--- src/shared/lpc_pkg.sv ---
// Constants and types shared by the low-power entry control block.
package lpc_pkg;
  localparam int LPC_ADDR_W = 12;
  localparam logic [11:0] LPC_CTRL_OFFSET = 12'h000;
  localparam int LPC_WORD_LSB = 2;
  localparam int LPC_PWE_BIT = 4;
  localparam int LPC_LOCK_BIT = 3;
  localparam int LPC_DSS_BIT = 2;
  localparam int LPC_SOHR_BIT = 1;
  localparam int LPC_RSVD_HI_LSB = 5;
  localparam int LPC_RSVD_LO_BIT = 0;
  localparam int LPC_PROT_NS_BIT = 1;
  localparam int LPC_STRB_LOW = 0;
  localparam int LPC_NUM_BANKS = 2;
  localparam logic LPC_BIT_RST = 1'h0;
  localparam logic [31:0] LPC_ZERO_WORD = 32'h0000_0000;
  localparam logic [1:0] LPC_RESP_OKAY = 2'h0;
  localparam logic [1:0] LPC_RESP_SLVERR = 2'h2;
  typedef enum logic [1:0] {LPC_RUN, LPC_WFE, LPC_SLEEP} lpc_state_t;
endpackage

--- src/logic/lpc_event_latch.sv ---
// Event latch that remembers an event for the next wait-for-event.
`timescale 1ns/1ps
module lpc_event_latch
  import lpc_pkg::*;
(
  input wire logic i_clk,
  input wire logic i_resetn,
  input wire logic i_ce,
  input wire logic i_set,
  input wire logic i_consume,
  output logic o_latched
);
  logic next_latched;

  // A new event in the consuming cycle survives, so no event is lost.
  assign next_latched = i_set | (o_latched & ~i_consume);

  always_ff @(posedge i_clk or negedge i_resetn) begin
    if (!i_resetn) begin
      o_latched <= LPC_BIT_RST;
    end else if (i_ce) begin
      o_latched <= next_latched;
    end
  end
endmodule

--- src/logic/lpc_axil_slave.sv ---
// AXI4-Lite slave front end that turns bus traffic into register strobes.
`timescale 1ns/1ps
module lpc_axil_slave
  import lpc_pkg::*;
(
  input wire logic i_clk,
  input wire logic i_resetn,
  input wire logic i_ce,
  input wire logic i_awvalid,
  output logic o_awready,
  input wire logic [LPC_ADDR_W-1:0] i_awaddr,
  input wire logic [2:0] i_awprot,
  input wire logic i_wvalid,
  output logic o_wready,
  input wire logic [31:0] i_wdata,
  input wire logic [3:0] i_wstrb,
  output logic o_bvalid,
  input wire logic i_bready,
  output logic [1:0] o_bresp,
  input wire logic i_arvalid,
  output logic o_arready,
  output logic o_rvalid,
  input wire logic i_rready,
  output logic [31:0] o_rdata,
  output logic [1:0] o_rresp,
  output logic o_wr_en,
  output logic [LPC_ADDR_W-1:0] o_wr_addr,
  output logic [2:0] o_wr_prot,
  output logic [31:0] o_wr_data,
  output logic [3:0] o_wr_strb,
  input wire logic i_wr_hit,
  output logic o_rd_en,
  input wire logic [31:0] i_rd_data,
  input wire logic i_rd_hit
);
  logic aw_hold;
  logic w_hold;
  wire aw_take = i_awvalid & o_awready;
  wire w_take = i_wvalid & o_wready;
  wire do_write = aw_hold & w_hold & ~o_bvalid;

  // Address and data are taken independently and held until both are present.
  assign o_awready = i_ce & ~aw_hold & ~o_bvalid;
  assign o_wready = i_ce & ~w_hold & ~o_bvalid;
  assign o_wr_en = i_ce & do_write;
  assign o_arready = i_ce & ~o_rvalid;
  assign o_rd_en = i_arvalid & o_arready;

  always_ff @(posedge i_clk or negedge i_resetn) begin
    if (!i_resetn) begin
      aw_hold <= 1'h0;
      w_hold <= 1'h0;
      o_wr_addr <= '0;
      o_wr_prot <= 3'h0;
      o_wr_data <= LPC_ZERO_WORD;
      o_wr_strb <= 4'h0;
      o_bvalid <= 1'h0;
      o_bresp <= LPC_RESP_OKAY;
    end else if (i_ce) begin
      if (aw_take) begin
        aw_hold <= 1'h1;
        o_wr_addr <= i_awaddr;
        o_wr_prot <= i_awprot;
      end else if (do_write) begin
        aw_hold <= 1'h0;
      end
      if (w_take) begin
        w_hold <= 1'h1;
        o_wr_data <= i_wdata;
        o_wr_strb <= i_wstrb;
      end else if (do_write) begin
        w_hold <= 1'h0;
      end
      if (do_write) begin
        o_bvalid <= 1'h1;
        o_bresp <= i_wr_hit ? LPC_RESP_OKAY : LPC_RESP_SLVERR;
      end else if (i_bready) begin
        o_bvalid <= 1'h0;
      end
    end
  end

  always_ff @(posedge i_clk or negedge i_resetn) begin
    if (!i_resetn) begin
      o_rvalid <= 1'h0;
      o_rdata <= LPC_ZERO_WORD;
      o_rresp <= LPC_RESP_OKAY;
    end else if (i_ce) begin
      if (o_rd_en) begin
        o_rvalid <= 1'h1;
        o_rdata <= i_rd_data;
        o_rresp <= i_rd_hit ? LPC_RESP_OKAY : LPC_RESP_SLVERR;
      end else if (i_rready) begin
        o_rvalid <= 1'h0;
      end
    end
  end
endmodule

--- src/logic/lpc_low_power_ctrl.sv ---
// Low-power entry control register with sleep state machine and event latch.
//
// The register addresses and register access over AXI4-Lite are this design's own decisions.
`timescale 1ns/1ps
module lpc_low_power_ctrl
  import lpc_pkg::*;
#(
  parameter bit HAS_SECURITY = 1'b1
)
(
  input wire logic I_CLK,
  input wire logic I_RESETN,
  input wire logic I_CE,
  input wire logic I_AWVALID,
  output logic O_AWREADY,
  input wire logic [LPC_ADDR_W-1:0] I_AWADDR,
  input wire logic [2:0] I_AWPROT,
  input wire logic I_WVALID,
  output logic O_WREADY,
  input wire logic [31:0] I_WDATA,
  input wire logic [3:0] I_WSTRB,
  output logic O_BVALID,
  input wire logic I_BREADY,
  output logic [1:0] O_BRESP,
  input wire logic I_ARVALID,
  output logic O_ARREADY,
  input wire logic [LPC_ADDR_W-1:0] I_ARADDR,
  input wire logic [2:0] I_ARPROT,
  output logic O_RVALID,
  input wire logic I_RREADY,
  output logic [31:0] O_RDATA,
  output logic [1:0] O_RRESP,
  input wire logic I_CPU_NS,
  input wire logic I_WFE_EXEC,
  input wire logic I_SEV_EXEC,
  input wire logic I_EXT_EVENT,
  input wire logic I_IRQ_PEND,
  input wire logic I_IRQ_EN,
  input wire logic I_HANDLER_RETURN,
  output logic O_LOW_POWER,
  output logic O_DEEP_SLEEP,
  output logic O_WFE_HALT,
  output logic O_EVENT_LATCHED
);
  // Without the security option every access and the core use bank 0.
  function automatic logic lpc_bank(input logic ns);
    lpc_bank = HAS_SECURITY & ns;
  endfunction

  function automatic logic lpc_hit(input logic [LPC_ADDR_W-1:0] addr);
    lpc_hit = addr[LPC_ADDR_W-1:LPC_WORD_LSB] == LPC_CTRL_OFFSET[LPC_ADDR_W-1:LPC_WORD_LSB];
  endfunction

  logic wr_en;
  logic [LPC_ADDR_W-1:0] wr_addr;
  logic [2:0] wr_prot;
  logic [31:0] wr_data;
  logic [3:0] wr_strb;
  logic rd_en;
  logic [LPC_NUM_BANKS-1:0] pending_wake_enable;
  logic [LPC_NUM_BANKS-1:0] sleep_on_handler_return;
  logic deep_sleep_select;
  logic deep_sleep_secure_lock;
  logic event_latched;
  lpc_state_t state;
  lpc_state_t next_state;
  logic wr_hit;
  logic rd_hit;
  logic [31:0] rd_word;

  lpc_axil_slave u_bus (
    .i_clk(I_CLK),
    .i_resetn(I_RESETN),
    .i_ce(I_CE),
    .i_awvalid(I_AWVALID),
    .o_awready(O_AWREADY),
    .i_awaddr(I_AWADDR),
    .i_awprot(I_AWPROT),
    .i_wvalid(I_WVALID),
    .o_wready(O_WREADY),
    .i_wdata(I_WDATA),
    .i_wstrb(I_WSTRB),
    .o_bvalid(O_BVALID),
    .i_bready(I_BREADY),
    .o_bresp(O_BRESP),
    .i_arvalid(I_ARVALID),
    .o_arready(O_ARREADY),
    .o_rvalid(O_RVALID),
    .i_rready(I_RREADY),
    .o_rdata(O_RDATA),
    .o_rresp(O_RRESP),
    .o_wr_en(wr_en),
    .o_wr_addr(wr_addr),
    .o_wr_prot(wr_prot),
    .o_wr_data(wr_data),
    .o_wr_strb(wr_strb),
    .i_wr_hit(wr_hit),
    .o_rd_en(rd_en),
    .i_rd_data(rd_word),
    .i_rd_hit(rd_hit)
  );

  // Register access decode.
  assign wr_hit = lpc_hit(wr_addr);
  assign rd_hit = lpc_hit(I_ARADDR);
  wire wr_go = wr_en & wr_hit & wr_strb[LPC_STRB_LOW];
  wire wr_bank = lpc_bank(wr_prot[LPC_PROT_NS_BIT]);
  wire rd_bank = lpc_bank(I_ARPROT[LPC_PROT_NS_BIT]);
  wire cpu_bank = lpc_bank(I_CPU_NS);
  wire wr_ns_go = wr_go & wr_bank;

  wire dss_wr_ok = ~wr_bank | ~deep_sleep_secure_lock;
  wire dss_rd_ok = ~rd_bank | ~deep_sleep_secure_lock;
  wire lock_wr_ok = HAS_SECURITY & ~wr_bank;
  wire lock_rd_ok = HAS_SECURITY & ~rd_bank;

  wire [31:0] rd_fields = {{(31 - LPC_PWE_BIT){1'b0}},
                           pending_wake_enable[rd_bank],
                           deep_sleep_secure_lock & lock_rd_ok,
                           deep_sleep_select & dss_rd_ok,
                           sleep_on_handler_return[rd_bank],
                           1'b0};
  assign rd_word = rd_hit ? rd_fields : LPC_ZERO_WORD;

  genvar b;
  generate
    for (b = 0; b < LPC_NUM_BANKS; b++) begin : g_bank
      wire bank_wr = wr_go & (wr_bank == 1'(b));
      always_ff @(posedge I_CLK or negedge I_RESETN) begin
        if (!I_RESETN) begin
          pending_wake_enable[b] <= LPC_BIT_RST;
          sleep_on_handler_return[b] <= LPC_BIT_RST;
        end else if (I_CE && bank_wr) begin
          pending_wake_enable[b] <= wr_data[LPC_PWE_BIT];
          sleep_on_handler_return[b] <= wr_data[LPC_SOHR_BIT];
        end
      end
    end
  endgenerate

  always_ff @(posedge I_CLK or negedge I_RESETN) begin
    if (!I_RESETN) begin
      deep_sleep_select <= LPC_BIT_RST;
      deep_sleep_secure_lock <= LPC_BIT_RST;
    end else if (I_CE && wr_go) begin
      if (dss_wr_ok) begin
        deep_sleep_select <= wr_data[LPC_DSS_BIT];
      end
      if (lock_wr_ok) begin
        deep_sleep_secure_lock <= wr_data[LPC_LOCK_BIT];
      end
    end
  end

  wire pwe_cur = pending_wake_enable[cpu_bank];
  wire sohr_cur = sleep_on_handler_return[cpu_bank];

  wire wake_event = I_SEV_EXEC | I_EXT_EVENT | (I_IRQ_PEND & pwe_cur);
  wire wake_any = wake_event | (I_IRQ_PEND & I_IRQ_EN);
  wire is_run = state == LPC_RUN;
  // A wait that finds an event already present does not halt at all.
  wire wfe_halt_go = is_run & I_WFE_EXEC & ~event_latched & ~wake_any;
  wire wfe_consume = is_run & I_WFE_EXEC & event_latched;
  wire latch_set = wake_event & (state != LPC_WFE) & ~(is_run & I_WFE_EXEC & ~event_latched);

  lpc_event_latch u_latch (
    .i_clk(I_CLK),
    .i_resetn(I_RESETN),
    .i_ce(I_CE),
    .i_set(latch_set),
    .i_consume(wfe_consume),
    .o_latched(event_latched)
  );

  always_comb begin
    next_state = state;
    unique case (state)
      LPC_RUN: begin
        if (wfe_halt_go) begin
          next_state = LPC_WFE;
        end else if (I_HANDLER_RETURN && sohr_cur) begin
          next_state = LPC_SLEEP;
        end
      end
      LPC_WFE: begin
        if (wake_any) begin
          next_state = LPC_RUN;
        end
      end
      LPC_SLEEP: begin
        if (wake_any) begin
          next_state = LPC_RUN;
        end
      end
    endcase
  end

  always_ff @(posedge I_CLK or negedge I_RESETN) begin
    if (!I_RESETN) begin
      state <= LPC_RUN;
      O_LOW_POWER <= 1'h0;
      O_DEEP_SLEEP <= 1'h0;
      O_WFE_HALT <= 1'h0;
    end else if (I_CE) begin
      state <= next_state;
      O_LOW_POWER <= next_state != LPC_RUN;
      O_DEEP_SLEEP <= (next_state != LPC_RUN) & deep_sleep_select;
      O_WFE_HALT <= next_state == LPC_WFE;
    end
  end

  assign O_EVENT_LATCHED = event_latched;
endmodule

--- config.mk ---
export PLATFORM = sky130hd
export DESIGN_NAME = lpc_low_power_ctrl
export DESIGN_NICKNAME = d
export VERILOG_FILES = /design/src/shared/lpc_pkg.sv /design/src/logic/lpc_event_latch.sv /design/src/logic/lpc_axil_slave.sv /design/src/logic/lpc_low_power_ctrl.sv
export SDC_FILE = /design/constraint.sdc
export NUM_CORES = 1
export LEC_CHECK = 0
export BUFFER_PORTS_ARGS = -buffer_cell sky130_fd_sc_hd__buf_2
export CAP_MARGIN = 20
export CORE_MARGIN = 8
export CORE_UTILIZATION = 35
export CTS_BUF_LIST = sky130_fd_sc_hd__clkbuf_8
export DETAILED_ROUTE_END_ITERATION = 16
export GPL_ROUTABILITY_DRIVEN = 0
export GPL_TIMING_DRIVEN = 0
export PLACE_DENSITY_LB_ADDON = 0.05
export SETUP_SLACK_MARGIN = 0.1
export SLEW_MARGIN = 20
export SYNTH_ARGS = -nofsm -noshare
export SYNTH_HDL_FRONTEND = slang
export SYNTH_HIERARCHICAL = 1
export SYNTH_SLANG_ARGS = --single-unit
--- constraint.sdc ---
create_clock -name I_CLK -period 2.4 [get_ports I_CLK]
set_clock_uncertainty 0.2 [all_clocks]
set_input_delay 0.6 -clock I_CLK [delete_from_list [all_inputs] [get_ports I_CLK]]
set_output_delay 0.6 -clock I_CLK [all_outputs]
set_load 0.01 [all_outputs]
==> results.tsv <==
stage	metric	value	unit
timing	Final Hold Fails	0	
pwr	clock share of power	0.225	
worst_hold_path	WHS Path Cells	2	
floorplanning	chip width	108	µm
setup_path	Worst EP required	2.42	ns
pwr	Sw Ratio	0.309	
final_layout	final layout net count	421	
setup_path	worst-path cell chain	or4_4 > nor4_4 > nand4_2 > or2_4 > mux2_4	
pwr	Internal Power	2.51	mW
global_routing	GRT Total Usage	0.115	
drt	DRT iter0 DRCs	29	
worst_hold_path	worst hold path type	in2reg	
setup_path	R2R Setup Slk	0.16	ns
global_routing	vias in the first global route	2150	
clocking	clock latency on the worst-skew pair	0.33	ns
final_layout	Finished Layout Cells	447	
clocking	H-tree levels	3	
final_layout	Reg area	0.00165	mm²
clocking	CTS tree	yes	
pwr	VDD IR max	0.390	mV
run	max_cap viols	0	
final_layout	fillers	801	
timing	Fin Setup TNS	0	ns
pwr	sequential share of power	0.476	
setup_path	slowest CP cell	or4_4	
final_layout	footprint of the multi-input gates	0.00126	mm²
global_routing	first-pass GRT wire length	10400	µm
pwr	leakage dissipation	1.92	nW
timing	worst setup margin	0.161	ns
clocking	Post-CTS Setup Bufs	0	
floorplanning	row count	33	
setup_path	reg2reg end	sleep_on_handler_return[1]	
clocking	clock tree buffer depth	2	
timing	Pins Over Slew Limit	0	
global_routing	antenna violations before repair	0	
floorplanning	Die Span Y	108	µm
drt	routed via count	2015	
drt	post-route ant nets	0	
timing	RSZ-0062 raised after global routing	false	
clocking	CTS Root Cell	clkbuf_8	
pwr	combinational share of power	0.299	
setup_path	CP Launch Type	flop	
drt	first drt pass iteration count	4	
timing	final setup fails	0	
timing	Period minus WS final	2.24	ns
placement	Placed Cells	431	
drt	Wirelength per Cell	14.1	µm
floorplanning	area of the core	0.00822	mm²
final_layout	ANT cells	0	
logic_synthesis	Mapped Area	0.00296	mm²
floorplanning	Ports	126	
setup_path	CP max stage delay	0.55	ns
global_routing	largest net degree at the start of global routing	38	
setup_path	R2R cell count	5	
floorplanning	DIE AREA	0.0116	mm²
setup_path	worst-path maximum fanout	3	
setup_path	Worst setup EP type	flop	
pwr	PwrDens	950	mW/mm²
setup_path	Reg-to-Reg Start	u_bus/o_wr_addr[3]	
timing	final worst path period share	0.933	
worst_hold_path	Hold Path Origin	I_RREADY	
final_layout	layout cells sized above 1	0.494	
drt	Residual DRC	0	
drt	WL final	6300	µm
drt	Via density	4.51	
clocking	Clock Sinks	66	
floorplanning	initial core utilization	0.360	
timing	fmax	0.447	GHz
placement	Port Buffers	84	
placement	Place WS	0.116	ns
clocking	Clock Pin Slew Worst Setup and Hold Paths	0.07	ns
placement	Post-DP HPWL	4780	µm
setup_path	WP data arrival	2.26	ns
worst_hold_path	hold path endpoint	u_bus/o_rvalid	
run_status	status	completed	
logic_synthesis	Mean Syn Cell Area	13.9	µm²
clocking	Num CTS Buffers	9	
final_layout	Area Overhead vs Synth	29.3	%
logic_synthesis	yosys warns	6	
global_routing	Congestion Overflow GR	0	
setup_path	critical setup path kind	reg2reg	
logic_synthesis	Synth Instances	213	
pwr	Net Switching	1.12	mW
-- per-stage QoR --
step | total power, mW | cell area, µm² | hold slack (ns) | utilization
floorplan | 2.42 | 3060 | 0.104 | -
global placement | 2.82 | 3610 | 0.261 | 0.440
detailed placement | 2.85 | 3630 | 0.276 | 0.442
CTS | 3.70 | 3820 | 0.236 | 0.465
global route | 3.90 | 3820 | 0.237 | 0.465
finish | 3.63 | 3820 | 0.257 | 0.465
-- worst max-delay path: cells and delay by family (launching register included) --
family,cells,cell delay (ns)
mux,1,0.30
simple gates,4,1.25
flops,1,0.38
-- cells in the final DEF, fill, tap and decap left out, types with 2 or more instances in the layout --
cell type / count
or4_4: 2
nand2_1: 4
nand2b_1: 2
nor3b_1: 2
buf_4: 4
nand3_1: 3
mux2_4: 7
o21ai_0: 3
buf_12: 3
ha_1: 2
nor3_1: 3
a21o_1: 2
nor4_1: 2
o221ai_1: 2
mux2_2: 43
inv_1: 13
buf_6: 3
a21oi_1: 3
mux2i_1: 5
clkbuf_8: 11
nand3b_1: 3
nor2b_1: 3
conb_1: 30
nor2_1: 7
dfrtp_1: 66
a211oi_1: 4
mux2_1: 5
buf_2: 86
-- power groups by stage --
stage,registers [mW],clock network (mW),logic (mW)
after global routing,1.78,0.905,1.21
after global placement,1.74,0,1.08
after floorplan,1.80,0,0.623
final,1.73,0.818,1.09
after CTS,1.73,0.861,1.11
after detailed placement,1.75,0,1.11
-- layer usage --
| layer | share of wire | global-route usage |
|---|---|---|
| met1 | 0.45 | 0.138 |
| met2 | 0.44 | 0.176 |
| met3 | 0.091 | 0.0401 |
| met4 | 0.017 | 0.0624 |
| met5 | 0 | 0 |
-- state kept, by name, summed over array words and instances (netlist names), 2 cells and up --
register	cells
pending_wake_enable	2
sleep_on_handler_return	2
state	2
u_bus/o_rdata	32
u_bus/o_wr_addr	10
u_bus/o_wr_data	4
-- worst max path at each step --
stage,cells after the start,slack [ns],to,start
floorplan,5,0.27,pending_wake_enable[1],u_bus/o_wr_addr[7]
detailed placement,5,0.12,sleep_on_handler_return[0],u_bus/o_wr_addr[7]
global placement,5,0.11,deep_sleep_secure_lock,u_bus/o_wr_addr[7]
global route,5,0.09,sleep_on_handler_return[1],u_bus/o_wr_addr[3]
finish,5,0.16,sleep_on_handler_return[1],u_bus/o_wr_addr[3]
CTS,5,0.13,sleep_on_handler_return[1],u_bus/o_wr_addr[7]
-- area by class of cell --
cell class,count,share of cell area
Sequential cell,66,0.432
Clock inverter,4,0.00524
Inverter,11,0.0108
Tap cell,105,0.0344
Buffer,12,0.0304
Clock buffer,11,0.0396
Timing Repair Buffer,86,0.118
Multi-Input combinational cell,152,0.329
-- what timing repair did --
item                                    in CTS  in global routing
endpoints found under the setup margin       3                  6
pin swaps                                    0                  2
hold endpoints to repair                    25                  0
hold buffers                                 1                  0
gates resized for setup                      1                  1
(Power assumes the default switching activity.)
